## config.mk

```make
export PLATFORM = sky130hd
export DESIGN_NAME = serial_cmos_output_format_config
export DESIGN_NICKNAME = d
export VERILOG_FILES = /design/src/hw/link_clock_sync.v /design/src/hw/serial_cmos_output_format_config.v
export VERILOG_INCLUDE_DIRS = /design/src /design/src/hw
export SDC_FILE = /design/constraint.sdc
export NUM_CORES = 1
export LEC_CHECK = 0
export CORE_ASPECT_RATIO = 1.25
export CORE_MARGIN = 2
export CORE_UTILIZATION = 66
export CTS_BUF_LIST = sky130_fd_sc_hd__clkbuf_8
export DETAILED_ROUTE_END_ITERATION = 12
export DONT_BUFFER_PORTS = 1
export PLACE_DENSITY = 0.81
export SETUP_SLACK_MARGIN = 0.05
export SLEW_MARGIN = 20
export SYNTH_ARGS = -nofsm -noshare
export SYNTH_HDL_FRONTEND = slang
export SYNTH_SLANG_ARGS = --single-unit
```

## constraint.sdc

```tcl
create_clock -name core_clk -period 5.1 [get_ports core_clk]
set_input_delay 0 -clock core_clk [delete_from_list [all_inputs] [get_ports core_clk]]
set_output_delay 0 -clock core_clk [all_outputs]
set_load 0.03 [all_outputs]
```

## src/hw/cmos_out_map.vh

```
// Register offsets, field positions, reset values and field masks for the
// serial CMOS output format block.
// Assumes an 8-bit register port addressed by printed byte offsets.
`ifndef CMOS_OUT_MAP_VH
`define CMOS_OUT_MAP_VH

`define ADDR_IN_CLK_EN     8'h18
`define ADDR_FRAME_CTRL    8'h19
`define ADDR_MAPPER_CTRL   8'h1b
`define ADDR_CLK_DELAY     8'h1e
`define ADDR_CLK_BUF_CTRL  8'h1f
`define ADDR_PAT_LOW       8'h20
`define ADDR_PAT_MID       8'h21
`define ADDR_PAT_HIGH      8'h22
`define ADDR_STATUS        8'h2f

`define MASK_IN_CLK_EN     8'h10
`define MASK_FRAME_CTRL    8'h93
`define MASK_MAPPER_CTRL   8'hf8
`define MASK_CLK_DELAY     8'h30
`define MASK_CLK_BUF_CTRL  8'hd8
`define MASK_PAT_HIGH      8'h0f

`define RST_IN_CLK_EN      8'h00
`define RST_FRAME_CTRL     8'h00
`define RST_MAPPER_CTRL    8'h00
`define RST_CLK_DELAY      8'h00
`define RST_CLK_BUF_CTRL   8'h10
`define RST_PAT_LOW        8'h00
`define RST_PAT_MID        8'hfc
`define RST_PAT_HIGH       8'h0f

`define BIT_IN_CLK_EN      4
`define BIT_FRAME_SRC      7
`define BIT_FRAME_DIV      4
`define BIT_FRAME_PIN      1
`define BIT_FRAME_TOG      0
`define BIT_MAPPER_EN      7
`define BIT_WIDE_EN        6
`define RES_HI             5
`define RES_LO             3
`define DEL_HI             5
`define DEL_LO             4
`define BIT_LOW_DRIVE      7
`define BIT_IN_CLK_EN2     6
`define BIT_OUT_BUF_EN     4
`define BIT_SINGLE_EDGE    3

`define RES_CODE_18        3'b000
`define RES_CODE_16        3'b001
`define RES_CODE_14        3'b010
`define RES_BITS_20        5'd20
`define RES_BITS_18        5'd18
`define RES_BITS_16        5'd16
`define RES_BITS_14        5'd14
`define RES_BITS_NATIVE    5'd14

`define MODE_BYPASS        2'b00
`define MODE_REAL          2'b01
`define MODE_COMPLEX       2'b10

`define PAT_ALL_ONES       20'hfffff

`endif

```

## src/hw/link_clock_sync.v

```verilog
// Two-flop synchroniser with edge detection for the incoming data clock.
// Assumes the link clock is far slower than core_clk (at least 4x).
`timescale 1ns/1ps
`default_nettype none
module link_clock_sync (
  input  wire core_clk,
  input  wire rst_b,
  input  wire async_in,
  output reg  level,
  output wire rise,
  output wire fall
);
  reg meta_r;
  reg prev_r;

  // Only the second stage may look at the first one
  always @(posedge core_clk)
  begin
    if (!rst_b)
    begin
      meta_r <= 1'b0;
      level  <= 1'b0;
      prev_r <= 1'b0;
    end
    else
    begin
      meta_r <= async_in;
      level  <= meta_r;
      prev_r <= level;
    end
  end

  assign rise = level & ~prev_r;
  assign fall = ~level & prev_r;
endmodule
`default_nettype wire

```

## src/hw/serial_cmos_output_format_config.v

```verilog
// Serial CMOS output format: configuration registers, resolution mapper,
// frame clock pattern generation and a lane serialiser paced by the
// incoming data clock.
// Assumes sample words arrive MSB aligned and stable on core_clk, and
// that the incoming data clock is asynchronous and much slower.
`timescale 1ns/1ps
`default_nettype none
`include "cmos_out_map.vh"
module serial_cmos_output_format_config (
  input  wire        core_clk,
  input  wire        rst_b,
  input  wire [7:0]  reg_addr,
  input  wire [7:0]  reg_wdata,
  input  wire        reg_wr,
  input  wire        reg_rd,
  input  wire [1:0]  decimation_mode,
  input  wire [19:0] conv_word_a,
  input  wire [19:0] conv_word_b,
  input  wire [19:0] dec_word_a,
  input  wire [19:0] dec_word_b,
  input  wire        parallel_bit,
  input  wire        input_data_clock,
  output reg  [7:0]  reg_rdata,
  output reg  [1:0]  data_a,
  output reg  [1:0]  data_b,
  output reg         frame_clock_pin,
  output reg         output_data_clock,
  output reg         input_data_clock_buffer_enable,
  output reg         output_clock_buffer_enable,
  output reg  [1:0]  output_clock_delay_select,
  output reg         low_drive_enable
);

  // Returns {supported, resolution in bits}
  function [5:0] res_decode;
    input [2:0] code;
    begin
      case (code)
        `RES_CODE_18: res_decode = {1'b1, `RES_BITS_18};
        `RES_CODE_16: res_decode = {1'b1, `RES_BITS_16};
        `RES_CODE_14: res_decode = {1'b1, `RES_BITS_14};
        default:      res_decode = {1'b0, `RES_BITS_18};
      endcase
    end
  endfunction

  reg  [7:0]  in_clk_en_r;
  reg  [7:0]  frame_ctrl_r;
  reg  [7:0]  mapper_ctrl_r;
  reg  [7:0]  clk_delay_r;
  reg  [7:0]  clk_buf_ctrl_r;
  reg  [7:0]  pat_low_r;
  reg  [7:0]  pat_mid_r;
  reg  [7:0]  pat_high_r;
  reg  [7:0]  rdata_nxt;

  wire        lvl;
  wire        lvl_rise;
  wire        lvl_fall;

  wire        frame_clock_source;
  wire        frame_clock_divide;
  wire        frame_clock_toggle_half_wire;
  wire        frame_clock_pin_enable;
  wire        wide_output_enable;
  wire        mapper_enable;
  wire [2:0]  mapper_resolution_select;
  wire        single_edge_double_rate_clock;
  wire [19:0] frame_clock_pattern;
  wire        bypass;
  wire [5:0]  map_dec;

  reg  [4:0]  res_bits;
  reg  [5:0]  frame_len;
  reg  [19:0] pat_eff;
  reg  [19:0] word_a_sel;
  reg  [19:0] word_b_sel;

  reg  [19:0] sh_a_r;
  reg  [19:0] sh_b_r;
  reg  [19:0] pat_sh_r;
  reg  [5:0]  cnt_r;
  reg         half_b_r;
  reg         half_rate_r;
  reg         step;
  reg         frame_clock;

  link_clock_sync u_sync (
    .core_clk (core_clk),
    .rst_b    (rst_b),
    .async_in (input_data_clock),
    .level    (lvl),
    .rise     (lvl_rise),
    .fall     (lvl_fall)
  );

  assign frame_clock_source            = frame_ctrl_r[`BIT_FRAME_SRC];
  assign frame_clock_divide            = frame_ctrl_r[`BIT_FRAME_DIV];
  assign frame_clock_toggle_half_wire  = frame_ctrl_r[`BIT_FRAME_TOG];
  assign frame_clock_pin_enable        = frame_ctrl_r[`BIT_FRAME_PIN];
  assign wide_output_enable            = mapper_ctrl_r[`BIT_WIDE_EN];
  assign mapper_enable                 = mapper_ctrl_r[`BIT_MAPPER_EN];
  assign mapper_resolution_select      = mapper_ctrl_r[`RES_HI:`RES_LO];
  assign single_edge_double_rate_clock = clk_buf_ctrl_r[`BIT_SINGLE_EDGE];
  assign frame_clock_pattern = {pat_high_r[3:0], pat_mid_r, pat_low_r};
  assign bypass  = (decimation_mode == `MODE_BYPASS);
  assign map_dec = res_decode(mapper_resolution_select);

  // Register writes; reserved bits are not stored and read back as zero
  always @(posedge core_clk)
  begin
    if (!rst_b)
    begin
      in_clk_en_r    <= `RST_IN_CLK_EN;
      frame_ctrl_r   <= `RST_FRAME_CTRL;
      mapper_ctrl_r  <= `RST_MAPPER_CTRL;
      clk_delay_r    <= `RST_CLK_DELAY;
      clk_buf_ctrl_r <= `RST_CLK_BUF_CTRL;
      pat_low_r      <= `RST_PAT_LOW;
      pat_mid_r      <= `RST_PAT_MID;
      pat_high_r     <= `RST_PAT_HIGH;
    end
    else if (reg_wr)
    begin
      case (reg_addr)
        `ADDR_IN_CLK_EN:    in_clk_en_r    <= reg_wdata & `MASK_IN_CLK_EN;
        `ADDR_FRAME_CTRL:   frame_ctrl_r   <= reg_wdata & `MASK_FRAME_CTRL;
        `ADDR_MAPPER_CTRL:  mapper_ctrl_r  <= reg_wdata & `MASK_MAPPER_CTRL;
        `ADDR_CLK_DELAY:    clk_delay_r    <= reg_wdata & `MASK_CLK_DELAY;
        `ADDR_CLK_BUF_CTRL: clk_buf_ctrl_r <= reg_wdata & `MASK_CLK_BUF_CTRL;
        `ADDR_PAT_LOW:      pat_low_r      <= reg_wdata;
        `ADDR_PAT_MID:      pat_mid_r      <= reg_wdata;
        `ADDR_PAT_HIGH:     pat_high_r     <= reg_wdata & `MASK_PAT_HIGH;
        default:            ;
      endcase
    end
  end

  // Read mux; unmapped offsets read as zero
  always @*
  begin
    case (reg_addr)
      `ADDR_IN_CLK_EN:    rdata_nxt = in_clk_en_r;
      `ADDR_FRAME_CTRL:   rdata_nxt = frame_ctrl_r;
      `ADDR_MAPPER_CTRL:  rdata_nxt = mapper_ctrl_r;
      `ADDR_CLK_DELAY:    rdata_nxt = clk_delay_r;
      `ADDR_CLK_BUF_CTRL: rdata_nxt = clk_buf_ctrl_r;
      `ADDR_PAT_LOW:      rdata_nxt = pat_low_r;
      `ADDR_PAT_MID:      rdata_nxt = pat_mid_r;
      `ADDR_PAT_HIGH:     rdata_nxt = pat_high_r;
      `ADDR_STATUS:
        rdata_nxt = {~map_dec[5], input_data_clock_buffer_enable,
                     1'b0, res_bits};
      default:            rdata_nxt = 8'h00;
    endcase
  end

  always @(posedge core_clk)
  begin
    if (!rst_b)
      reg_rdata <= 8'h00;
    else if (reg_rd)
      reg_rdata <= rdata_nxt;
    else
      reg_rdata <= 8'h00;
  end

  // Effective resolution. Decimated paths honour the code field unless the
  // wide output bit forces 20 bits; an unsupported code falls back to 18 bits and is flagged in status.
  always @*
  begin
    if (wide_output_enable)
      res_bits = `RES_BITS_20;
    else if (!bypass)
      res_bits = map_dec[4:0];
    else if (mapper_enable)
      res_bits = map_dec[4:0];
    else
      res_bits = `RES_BITS_NATIVE;
  end

  // In bypass the pattern is rebuilt so half of the word is high
  always @*
  begin
    if (bypass)
      pat_eff = ~(`PAT_ALL_ONES >> res_bits[4:1]);
    else
      pat_eff = frame_clock_pattern;
  end

  // Shift steps per frame for each wire count
  always @*
  begin
    if (frame_clock_divide)
      frame_len = {2'b00, res_bits[4:1]};
    else if (frame_clock_toggle_half_wire)
      frame_len = {res_bits, 1'b0};
    else
      frame_len = {1'b0, res_bits};
  end

  always @*
  begin
    if (frame_clock_source)
    begin
      word_a_sel = dec_word_a;
      word_b_sel = dec_word_b;
    end
    else
    begin
      word_a_sel = conv_word_a;
      word_b_sel = conv_word_b;
    end
  end

  // Serial pacing: both input clock edges, or only the edges that
  // raise the halved output clock in single-edge mode
  always @*
  begin
    if (!input_data_clock_buffer_enable)
      step = 1'b0;
    else if (single_edge_double_rate_clock)
      step = lvl_rise & ~half_rate_r;
    else
      step = lvl_rise | lvl_fall;
  end

  always @(posedge core_clk)
  begin
    if (!rst_b)
      half_rate_r <= 1'b0;
    else if (!input_data_clock_buffer_enable)
      half_rate_r <= 1'b0;
    else if (lvl_rise)
      half_rate_r <= ~half_rate_r;
  end

  // Serialiser; a new word and pattern load when the frame wraps
  always @(posedge core_clk)
  begin
    if (!rst_b)
    begin
      cnt_r    <= 6'd0;
      sh_a_r   <= 20'h00000;
      sh_b_r   <= 20'h00000;
      pat_sh_r <= 20'h00000;
      half_b_r <= 1'b0;
    end
    else if (step)
    begin
      if (cnt_r >= frame_len - 6'd1)
      begin
        cnt_r    <= 6'd0;
        sh_a_r   <= word_a_sel;
        sh_b_r   <= word_b_sel;
        pat_sh_r <= pat_eff;
        half_b_r <= 1'b0;
      end
      else
      begin
        cnt_r <= cnt_r + 6'd1;
        if (frame_clock_divide)
        begin
          sh_a_r   <= {sh_a_r[17:0], 2'b00};
          sh_b_r   <= {sh_b_r[17:0], 2'b00};
          pat_sh_r <= {pat_sh_r[17:0], 2'b00};
        end
        else if (frame_clock_toggle_half_wire)
        begin
          // Channel B waits untouched until channel A has gone out
          if (half_b_r)
            sh_b_r <= {sh_b_r[18:0], 1'b0};
          else
            sh_a_r <= {sh_a_r[18:0], 1'b0};
          pat_sh_r <= {pat_sh_r[18:0], 1'b0};
          if (cnt_r == {1'b0, res_bits} - 6'd1)
            half_b_r <= 1'b1;
        end
        else
        begin
          sh_a_r   <= {sh_a_r[18:0], 1'b0};
          sh_b_r   <= {sh_b_r[18:0], 1'b0};
          pat_sh_r <= {pat_sh_r[18:0], 1'b0};
        end
      end
    end
  end

  // Half-wire frame clock stays low while channel B is on the wire
  always @*
  begin
    if (frame_clock_toggle_half_wire)
      frame_clock = pat_sh_r[19] & ~half_b_r;
    else
      frame_clock = pat_sh_r[19];
  end

  // Pin and pad controls, all registered
  always @(posedge core_clk)
  begin
    if (!rst_b)
    begin
      data_a                         <= 2'b00;
      data_b                         <= 2'b00;
      frame_clock_pin                <= 1'b0;
      output_data_clock              <= 1'b0;
      input_data_clock_buffer_enable <= 1'b0;
      output_clock_buffer_enable     <= 1'b1;
      output_clock_delay_select      <= 2'b00;
      low_drive_enable               <= 1'b0;
    end
    else
    begin
      if (frame_clock_toggle_half_wire)
      begin
        data_a <= {half_b_r ? sh_b_r[19] : sh_a_r[19], 1'b0};
        data_b <= 2'b00;
      end
      else
      begin
        data_a <= {sh_a_r[19], frame_clock_divide & sh_a_r[18]};
        data_b <= {sh_b_r[19], frame_clock_divide & sh_b_r[18]};
      end
      if (frame_clock_pin_enable)
        frame_clock_pin <= frame_clock;
      else
        frame_clock_pin <= parallel_bit;
      // A powered-down output buffer holds the clock pin low
      if (!clk_buf_ctrl_r[`BIT_OUT_BUF_EN])
        output_data_clock <= 1'b0;
      else if (single_edge_double_rate_clock)
        output_data_clock <= half_rate_r;
      else
        output_data_clock <= lvl & input_data_clock_buffer_enable;
      input_data_clock_buffer_enable <=
        in_clk_en_r[`BIT_IN_CLK_EN] & clk_buf_ctrl_r[`BIT_IN_CLK_EN2];
      output_clock_buffer_enable <= clk_buf_ctrl_r[`BIT_OUT_BUF_EN];
      output_clock_delay_select <= clk_delay_r[`DEL_HI:`DEL_LO];
      low_drive_enable <= clk_buf_ctrl_r[`BIT_LOW_DRIVE];
    end
  end

endmodule
`default_nettype wire

```

==> flow_metrics.py, run 1 <==
metrics = {
    "run_status": {
        "outcome": "complete, no violations",
    },
    "final_layout": {
        "drive_above_1_share_pct": 7.15,
        "final_nets": 1055,
        "utilization_pct": 82.9,
        "syn2layout_area_growth_pct": 21.9,
    },
    "sta": {
        "post-route-period-util_pct": 94.8,
        "worst_pin_slew_ns": 1.08,
        "hold_viol": 0,
        "min_period_ns": 4.84,
        "tns_ns": 0,
        "skew_ns": 0.0276,
        "setup_violations": 0,
        "maxSlewHeadroom_pct": 27.2,
        "rsz0062_at_grt": "no",
        "slew_violations": 0,
        "clock.fmax_mhz": 207,
        "worst_slack_ns": 0.264,
    },
    "worst_setup_path": {
        "cpMaxStageDelayCell": "dlygate4sd3_1",
        "cp_data_required_time_ns": 5.44,
        "rr_endpoint": "sh_b_r[5]",
        "end_kind": "flip-flop",
        "worstSetupPathType": "reg2reg",
        "path_max_fanout": 30,
        "start_kind": "flip-flop",
        "rrSetupSlack_ns": 0.26,
        "critPathBufInv": 3,
        "cp_cell_sequence": "or3b_2 -> nand2_1 -> nor2_1 -> inv_1 -> a22oi_1 -> ha_1 -> a41oi_1 -> o21ai_0 -> o311ai_0 -> ha_1 -> a21o_1 -> a21oi_1 -> o21a_4 -> buf_12 -> a211oi_1 -> dlygate4sd3_1 -> o32ai_1",
        "max_stage_delay_ns": 0.60,
        "rr_worst_depth": 17,
        "crit_top_cell": "ha_1",
        "path_delay_family": "compound AO/OA/AOI/OAI gates",
        "cp.arrival_ns": 5.18,
        "rr_startpoint": "mapper_ctrl_r[4]",
    },
    "yosys": {
        "avgSynthCellArea_um2": 7.98,
        "synth_area_um2": 6910,
        "synthTopCellsByArea": "dfxtp_1, mux2i_1, nand2_1",
        "ys_warn_count": 0,
        "ys_types": 56,
        "syn_nets": 983,
        "netlist.area_leader.share_pct": 36.5,
        "async_flop_share_pct": 0,
        "synth.most_common_cell": "dfxtp_1",
        "ys_top_cells_by_count": "dfxtp_1, nand2_1, nor2_1",
        "synth-edff-count": 0,
        "yosysSeqAreaShare_pct": 36.5,
        "ys_seq_elements": 126,
        "synthesis.instances": 866,
        "synth_top_area_cell": "dfxtp_1",
        "synthFlopType": "dfxtp_1",
    },
    "clocking": {
        "cts.sinks": 126,
        "tritoncts": "built",
        "cts_max_level": 4,
        "cts_made_buffers": 17,
        "post_cts_buffers": 0,
        "ctsRootBufferMaster": "clkbuf_8",
        "clk-insertion-delay-late_ns": 0.47,
        "clk_path_buf_depth": 2,
        "path_clk_slew_ns": 0.10,
    },
    "floorplan": {
        "num_io_pins": 123,
        "start_util_pct": 68.0,
        "die_w_um": 95.5,
        "dieArea_um2": 11300,
        "row_count": 41,
        "core_area_um2": 10200,
        "die_h_um": 118,
    },
    "worst_hold_path": {
        "whs_path_depth": 5,
        "hold_end": "in_clk_en_r[4]",
        "hp-class": "in2reg",
        "hp-start": "reg_addr[2]",
    },
    "route": {
        "vias": 7234,
        "drc": 0,
        "first_pass_iters": 6,
        "wirelength_um": 22000,
        "viasPerCell": 6.69,
        "drtAntennaViolNets": 0,
        "avgRoutedWirePerCell_um": 20.4,
        "dr.first_iter.drc_count": 646,
    },
    "global_routing": {
        "grt_pass1_wl_um": 34500,
        "antenna_found_initial": 0,
        "grt_max_degree": 82,
        "grtUsageTotal_pct": 38.9,
        "grt.overflow.total": 0,
        "grt_pass1_vias": 6975,
    },
    "placement": {
        "gp_congestion": 0.933,
        "portBuffers": 0,
        "dp.final_hpwl_um": 11900,
        "post-place-ws_ns": 0.822,
    },
    "job": {
        "cap_violations": 0,
    },
    "pwr": {
        "leakage_nw": 2.98,
        "vdd_drop_max_uv": 252,
        "power.density_nw_per_um2": 231,
    },
}
cells by family after synthesis:
kind of cell	after synthesis	share of synthesized area [%]
adders and majority gates	13	2.35
buffers and inverters	84	4.91
DFF	126	36.5
AOI/OAI and AO/OA	199	20.1
xor gates and xnor gates	12	1.52
muxes	63	9.33
and+or+nand+nor	369	25.3
tightest hold or removal path, stage by stage:
cell	delay, ns
nand2b_1	0.14
nor2_1	0.06
nand3_1	0.09
mux2i_1	0.07
nor2_1	0.07
where the power goes:
part	internal, mW	switching [mW]	total, mW	leakage [nW]
clock	0.395	0.443	0.838	0.175
combinational	0.0564	0.0626	0.119	1.79
sequential	0.984	0.00229	0.986	1.02
total	1.44	0.508	1.94	2.98
layout make-up:
class / count / area, um^2
clock buffer: 18 / 248
fill: 608 / 1740
antenna: 1 / 2.50
timing repair buffer: 124 / 1250
inverter: 13 / 48.8
tap: 129 / 161
clock inverter: 14 / 120
multi-input combinational: 656 / 4070
sequential: 126 / 2530
through the flow:
step | power [mW] | cell area (um^2) | instances | hold slack (ns)
after floorplan | 1.07 | 6910 | 866 | 0.127
after global placement | 1.06 | 6870 | 932 | 0.0833
after detailed placement | 1.06 | 6870 | 932 | 0.0832
after CTS | 1.92 | 8420 | 1080 | 0.000836
after global routing | 1.99 | 8420 | 1080 | 0.0306
final | 1.94 | 8420 | 1081 | 0.00714
flip-flops by register name, summed over array words and instances, names as in the netlist, 4 cells and up:
name / flops
pat_sh_r: 20
frame_ctrl_r: 4
mapper_ctrl_r: 5
cnt_r: 6
clk_buf_ctrl_r: 4
reg_rdata: 8
pat_high_r: 4
pat_low_r: 8
sh_b_r: 20
pat_mid_r: 8
sh_a_r: 20
repair_timing:
| item | 4_1_cts | 5_1_grt |
|---|---|---|
| hold endpoints to repair | 121 | 0 |
| endpoints found under the setup margin | 0 | 18 |
| hold buffers | 116 | 0 |
| resized for setup | 0 | 1 |
how the worst max path moves through the flow:
stage	from	end	slack, ns	depth (start not counted)
floorplan	mapper_ctrl_r[3]	pat_sh_r[11]	1.48	18
global placement	mapper_ctrl_r[4]	sh_b_r[0]	1.02	15
detailed placement	mapper_ctrl_r[4]	sh_a_r[18]	0.82	16
CTS	mapper_ctrl_r[4]	sh_a_r[18]	0.26	17
global route	mapper_ctrl_r[3]	sh_a_r[15]	0.09	17
finish	mapper_ctrl_r[4]	sh_b_r[5]	0.26	17
cells in the final DEF, fill, tap and decap left out, types with 36 or more instances in the layout:
master and n:
a211oi_1 37, a21oi_1 40, dfxtp_1 124, dlygate4sd3_1 114, mux2i_1 52, nand2_1 117, nand3_1 66, nor2_1 95
nor2b_1 39, o32ai_1 36
per-layer routing:
metal	share of wire [%]	wire length [um]	vias up	global-route usage, %
li1	-	-	3265	-
met5	0	0	-	0
met4	5.5	1210	0	21.3
met3	8.8	1930	129	9.43
met2	49	10900	480	65.6
met1	36	8030	3360	44.2
(Power assumes the default switching activity.)
==> run 2, diff against run 1 <==
- SYNTH_HIERARCHICAL: not set -> 1
==> run 2 against run 1 <==
Via count is 12% lower; global-route usage is 3.2 points lower; critical path depth is 4 lower; cell area is 2.4% higher; final cell count is 9.3% lower; critical path type unchanged; combinational power is 26% higher; sequential power hardly changed; non-clock buffer count is 4 lower.
==> flow_metrics.py, run 2 <==
metrics = {
    "yosys": {
        "ys_seq_elements": 126,
        "synth_top_family_by_area": "multiplexers",
        "synthAdderAreaFrac_pct": 2.13,
        "synth_compound_area_share_pct": 14.6,
        "synthFlopType": "dfxtp_1",
        "avgSynthCellArea_um2": 9.31,
        "synth_top_area_cell": "dfxtp_1",
        "synth_area_um2": 7050,
        "syn_nets": 873,
        "yosysSeqAreaShare_pct": 35.8,
        "synth-simple-area-share_pct": 16.7,
        "synthTopCellsByArea": "dfxtp_1, mux2i_1, mux2_2",
        "ys_warn_count": 6,
        "ys_top_cells_by_count": "dfxtp_1, mux2i_1, nor2_1",
        "synth-edff-count": 0,
        "netlist.area_leader.share_pct": 35.8,
        "async_flop_share_pct": 0,
        "synth.most_common_cell": "dfxtp_1",
        "synthesis.instances": 757,
        "synth_xor_area_share_pct": 1.24,
        "muxShareOfSynthArea_pct": 25.8,
        "ys_types": 57,
    },
    "pwr": {
        "p_clk_share_pct": 45.9,
        "p_comb_share_pct": 7.1,
        "vdd_drop_max_uv": 176,
        "power.density_nw_per_um2": 244,
        "switching_power_mw": 0.459,
        "p_int_mw": 1.64,
        "leakage_nw": 3.24,
        "seq_power_share_pct": 47.0,
        "swShare_pct": 21.8,
    },
    "global_routing": {
        "grt_pass1_vias": 6476,
        "antenna_found_initial": 0,
        "grtUsageTotal_pct": 35.7,
        "grt_max_degree": 73,
        "grt_pass1_wl_um": 32100,
        "grt.overflow.total": 0,
    },
    "route": {
        "vias": 6360,
        "drtAntennaViolNets": 0,
        "wirelength_um": 20300,
        "drc": 0,
        "viasPerCell": 6.48,
        "first_pass_iters": 5,
        "avgRoutedWirePerCell_um": 20.7,
        "dr.first_iter.drc_count": 385,
    },
    "floorplan": {
        "num_io_pins": 123,
        "row_count": 42,
        "die_h_um": 120,
        "die_w_um": 96.4,
        "core_area_um2": 10500,
        "start_util_pct": 67.1,
        "dieArea_um2": 11500,
    },
    "clocking": {
        "cts_max_level": 4,
        "path_clk_slew_ns": 0.07,
        "cts_made_buffers": 17,
        "cts_hold_buf": 112,
        "cts_resized": 0,
        "clk_path_buf_depth": 2,
        "cts.sinks": 126,
        "clk-insertion-delay-late_ns": 0.44,
        "post_cts_buffers": 0,
        "ctsRootBufferMaster": "clkbuf_8",
        "tritoncts": "built",
    },
    "worst_setup_path": {
        "end_kind": "flip-flop",
        "path_max_fanout": 18,
        "start_kind": "flip-flop",
        "rr_worst_depth": 13,
        "cp.arrival_ns": 4.44,
        "worstSetupPathType": "reg2reg",
        "cp_data_required_time_ns": 5.45,
    },
    "job": {
        "cap_violations": 0,
    },
    "sta": {
        "maxSlewHeadroom_pct": 29.3,
        "tns_ns": 0,
        "rsz0062_at_grt": "no",
        "worst_pin_slew_ns": 1.06,
        "skew_ns": 0.0158,
        "min_period_ns": 4.09,
        "clock.fmax_mhz": 244,
        "hold_viol": 0,
        "slew_violations": 0,
        "post-route-period-util_pct": 80.2,
        "setup_violations": 0,
    },
    "final_layout": {
        "largest_registers": "pat_sh_r (20), sh_a_r (20), sh_b_r (20)",
        "most-common-layout-cells": "dfxtp_1, mux2i_1, dlygate4sd3_1",
        "drive_above_1_share_pct": 13.1,
        "mostFrequentLayoutCell": "dfxtp_1",
        "final_nets": 952,
        "design_area_um2": 8630,
        "n_antenna_cell": 0,
        "syn2layout_area_growth_pct": 22.3,
    },
    "run_status": {
        "outcome": "complete, no violations",
    },
    "worst_hold_path": {
        "hp-class": "in2reg",
        "whs_path_depth": 3,
    },
    "placement": {
        "dp.final_hpwl_um": 11100,
        "gp_congestion": 0.995,
        "portBuffers": 0,
        "placed_area_um2": 7050,
    },
}
==> run 2: path summary, 6_finish.rpt <==
kind,start,end,slack (ns)
worst max-delay path,mapper_ctrl_r[7],sh_a_r[14],1.01
worst min-delay path,reg_wr,clk_buf_ctrl_r[7],0.03
worst max register to register,mapper_ctrl_r[7],sh_a_r[14],1.01
worst min register to register,u_sync/meta_r,u_sync/level,0.44
==> run 2: cell type report <==
class | instances | area [um^2]
clock buffers | 17 | 234
multi-input cells | 565 | 4270
flip-flops and latches | 126 | 2530
inverters | 6 | 22.5
well taps | 132 | 165
clock inverters | 15 | 205
repair buffers | 120 | 1200
fillers | 595 | 1880
==> run 2: logic make-up after synthesis <==
group,count (synthesis)
AND/OR/NAND/NOR,227
XOR/XNOR,10
multiplexers,175
adder cells (fa/ha/maj),12
buffers and inverters,66
AO/OA/AOI/OAI,141
flip-flops,126
==> run 2: per-stage QoR <==
stage               setup slack [ns]  total power [mW]  util, %  std cells  hold WS [ns]
CTS                             1.10              2.10     82.1        981     0.0000338
global placement                1.32              1.07     67.1        837        0.0679
floorplan                       1.45              1.08        -        757         0.122
global route                   0.703              2.16     82.1        981        0.0231
detailed placement              1.13              1.07     67.1        837        0.0692
finish                          1.01              2.10     82.1        981        0.0281
==> run 2: layer usage <==
| layer | global-route usage [%] | wire length (um) | vias up |
|---|---|---|---|
| met2 | 59.8 | 10300 | 358 |
| met4 | 18.7 | 764 | 0 |
| met1 | 40.8 | 7770 | 3008 |
| li1 | - | - | 2924 |
| met3 | 9.73 | 1520 | 70 |
| met5 | 0 | 0 | - |
==> run 2: power groups by stage <==
stage | Clock (mW) | Sequential (mW) | Combinational, mW
3_5_place_dp | 0 | 1.01 | 0.0647
5_1_grt | 1.02 | 0.986 | 0.160
2_1_floorplan | 0 | 1.01 | 0.0660
6_report | 0.965 | 0.987 | 0.150
3_3_place_gp | 0 | 1.01 | 0.0630
4_1_cts | 0.975 | 0.987 | 0.143
==> run 2: critical path, cell delays in order, from the launching register on <==
cell,delay [ns]
dfxtp_1,0.33
or3_1,0.45
a31oi_2,0.43
a22oi_1,0.13
ha_1,0.23
inv_1,0.10
a211oi_1,0.09
a211o_1,0.29
ha_1,0.31
a21o_1,0.20
a21oi_1,0.30
o21a_1,0.46
a31o_2,0.50
o2bb2ai_1,0.19
==> run 3, diff against run 2 <==
- clock period: 5.1 -> 3.8 ns (I/O delays scaled with it)
==> run 3 against run 2 <==
Fmax rose by 14%; critical path depth up 2; highest routed layer unchanged; critical endpoint is now sh_a_r[16]; combinational power up 36%; largest power group unchanged; power rose by 26%; flip-flop and latch count unchanged; via count up 0.86%; core utilization rose by 0.33 points.
==> flow_metrics.py, run 3 (synthesized netlist as in run 2, its figures left out) <==
metrics = {
    "route": {
        "drc": 0,
        "drtAntennaViolNets": 0,
        "avgRoutedWirePerCell_um": 20.7,
        "viasPerCell": 6.49,
        "first_pass_iters": 5,
        "vias": 6415,
        "wirelength_um": 20500,
        "dr.first_iter.drc_count": 346,
    },
    "clocking": {
        "path_clk_slew_ns": 0.08,
        "cts_made_buffers": 17,
        "cts.sinks": 126,
        "clk-insertion-delay-late_ns": 0.45,
        "tritoncts": "built",
        "ctsRootBufferMaster": "clkbuf_8",
        "cts_max_level": 4,
        "post_cts_buffers": 0,
        "clk_path_buf_depth": 2,
    },
    "worst_setup_path": {
        "start_kind": "flip-flop",
        "cp_cell_sequence": "or3_1 -> a31oi_2 -> a22oi_1 -> ha_1 -> inv_1 -> a211oi_1 -> a211o_1 -> ha_1 -> a21o_1 -> a21oi_1 -> buf_4 -> o21ai_4 -> buf_4 -> mux2i_1 -> o2bb2ai_1",
        "worstSetupPathType": "reg2reg",
        "cp.arrival_ns": 3.92,
        "end_kind": "flip-flop",
        "rr_worst_depth": 15,
        "cpMaxStageDelayCell": "or3_1",
        "rr_startpoint": "mapper_ctrl_r[7]",
        "rrSetupSlack_ns": 0.21,
        "rr_endpoint": "sh_a_r[16]",
        "cp_data_required_time_ns": 4.13,
        "path_max_fanout": 18,
        "max_stage_delay_ns": 0.46,
    },
    "sta": {
        "clock.fmax_mhz": 278,
        "skew_ns": 0.0141,
        "min_period_ns": 3.59,
        "hold_viol": 0,
        "worst_pin_slew_ns": 1.01,
        "rsz0062_at_grt": "no",
        "setup_violations": 0,
        "tns_ns": 0,
        "maxSlewHeadroom_pct": 31.0,
        "slew_violations": 0,
        "post-route-period-util_pct": 94.6,
        "worst_slack_ns": 0.206,
    },
    "global_routing": {
        "grt.overflow.total": 0,
        "grt_pass1_wl_um": 32500,
        "antenna_found_initial": 0,
        "grt_pass1_vias": 6612,
        "grt_max_degree": 74,
        "grtUsageTotal_pct": 36.1,
    },
    "floorplan": {
        "core_area_um2": 10500,
        "die_w_um": 96.4,
        "die_h_um": 120,
        "num_io_pins": 123,
        "dieArea_um2": 11500,
        "row_count": 42,
        "start_util_pct": 67.1,
    },
    "final_layout": {
        "largest_registers": "pat_sh_r (20), sh_a_r (20), sh_b_r (20)",
        "mostFrequentLayoutCell": "dfxtp_1",
        "n_fill_cell": 608,
        "utilization_pct": 82.4,
        "seq_area_um2": 2530,
        "drive_above_1_share_pct": 14.6,
        "final_nets": 959,
        "n_antenna_cell": 0,
        "multi_input_area_um2": 4300,
        "final_cell_count_no_fill": 988,
        "most-common-layout-cells": "dfxtp_1, mux2i_1, dlygate4sd3_1",
        "syn2layout_area_growth_pct": 22.8,
    },
    "job": {
        "cap_violations": 0,
    },
    "pwr": {
        "vdd_drop_max_uv": 214,
        "power.density_nw_per_um2": 307,
        "total_power_mw": 2.66,
        "leakage_nw": 3.24,
    },
    "placement": {
        "portBuffers": 0,
        "dp.final_hpwl_um": 11300,
        "gp_congestion": 0.926,
        "dp.cells": 843,
        "post-place-ws_ns": 0.221,
    },
    "run_status": {
        "outcome": "complete, no violations",
    },
    "worst_hold_path": {
        "hp-start": "decimation_mode[0]",
        "hp-class": "in2reg",
        "hold_end": "pat_sh_r[10]",
        "whs_path_depth": 4,
    },
}
==> run 3: changes by cell type in the layout (fill, tap and decap cells not counted), moves of 3 or more <==
cell / before / now
buf_4: 8 / 12
bufinv_16: 5 / 2
clkinvlp_4: 1 / 5
inv_1: 10 / 6
==> run 3: worst max path at each step <==
stage	start	cells after the start	endpoint	slack (ns)
4_1_cts	mapper_ctrl_r[3]	15	pat_sh_r[19]	0.21
2_1_floorplan	frame_ctrl_r[4]	18	sh_a_r[1]	0.15
3_5_place_dp	mapper_ctrl_r[3]	15	pat_sh_r[19]	0.22
3_3_place_gp	mapper_ctrl_r[3]	15	pat_sh_r[16]	0.37
5_1_grt	mapper_ctrl_r[7]	15	sh_b_r[18]	0.009
6_report	mapper_ctrl_r[7]	15	sh_a_r[16]	0.21
==> run 3: critical path, delay by kind of cell, from the launching register on <==
family	cells	cell delay (ns)
multiplexers	1	0.24
adder cells (fa/ha/maj)	2	0.51
flip-flops	1	0.34
buffers and inverters	3	0.51
AO/OA/AOI/OAI	8	1.41
AND/OR/NAND/NOR	1	0.46
==> run 3: routing by layer <==
layer | share of wire [%] | up-vias | global-route usage, %
li1 | - | 2938 | -
met3 | 7.7 | 92 | 9.54
met1 | 37 | 3016 | 40.0
met5 | 0 | - | 0
met4 | 5.0 | 0 | 20.9
met2 | 50 | 369 | 60.9
==> run 3: what timing repair did <==
| item | in CTS | in global routing |
|---|---|---|
| gates resized for setup | 0 | 8 |
| hold buffers | 112 | 1 |
| hold endpoints to repair | 120 | 9 |
| endpoints found under the setup margin | 0 | 52 |
==> run 3: report_power, final <==
group | internal, mW | switching, mW | leakage [nW]
registers | 1.32 | 0.00297 | 1.02
clock network | 0.576 | 0.553 | 0.183
logic | 0.116 | 0.0877 | 2.04
total | 2.01 | 0.644 | 3.24
==> run 3: through the flow <==
stage / instance area (um^2) / hold slack (ns)
final: 8660 / 0.0146
after detailed placement: 7090 / 0.0713
after global placement: 7090 / 0.0698
after CTS: 8610 / 0.00617
after floorplan: 7050 / 0.122
after global routing: 8660 / 0.0228
==> run 3: layout make-up <==
class                   count  share of cell area, %
multi-input cells         565                   49.7
clock buffers              17                   2.70
repair buffers            127                   14.6
inverters                   6                  0.260
well taps                 132                   1.91
flip-flops and latches    126                   29.2
clock inverters            15                   1.72
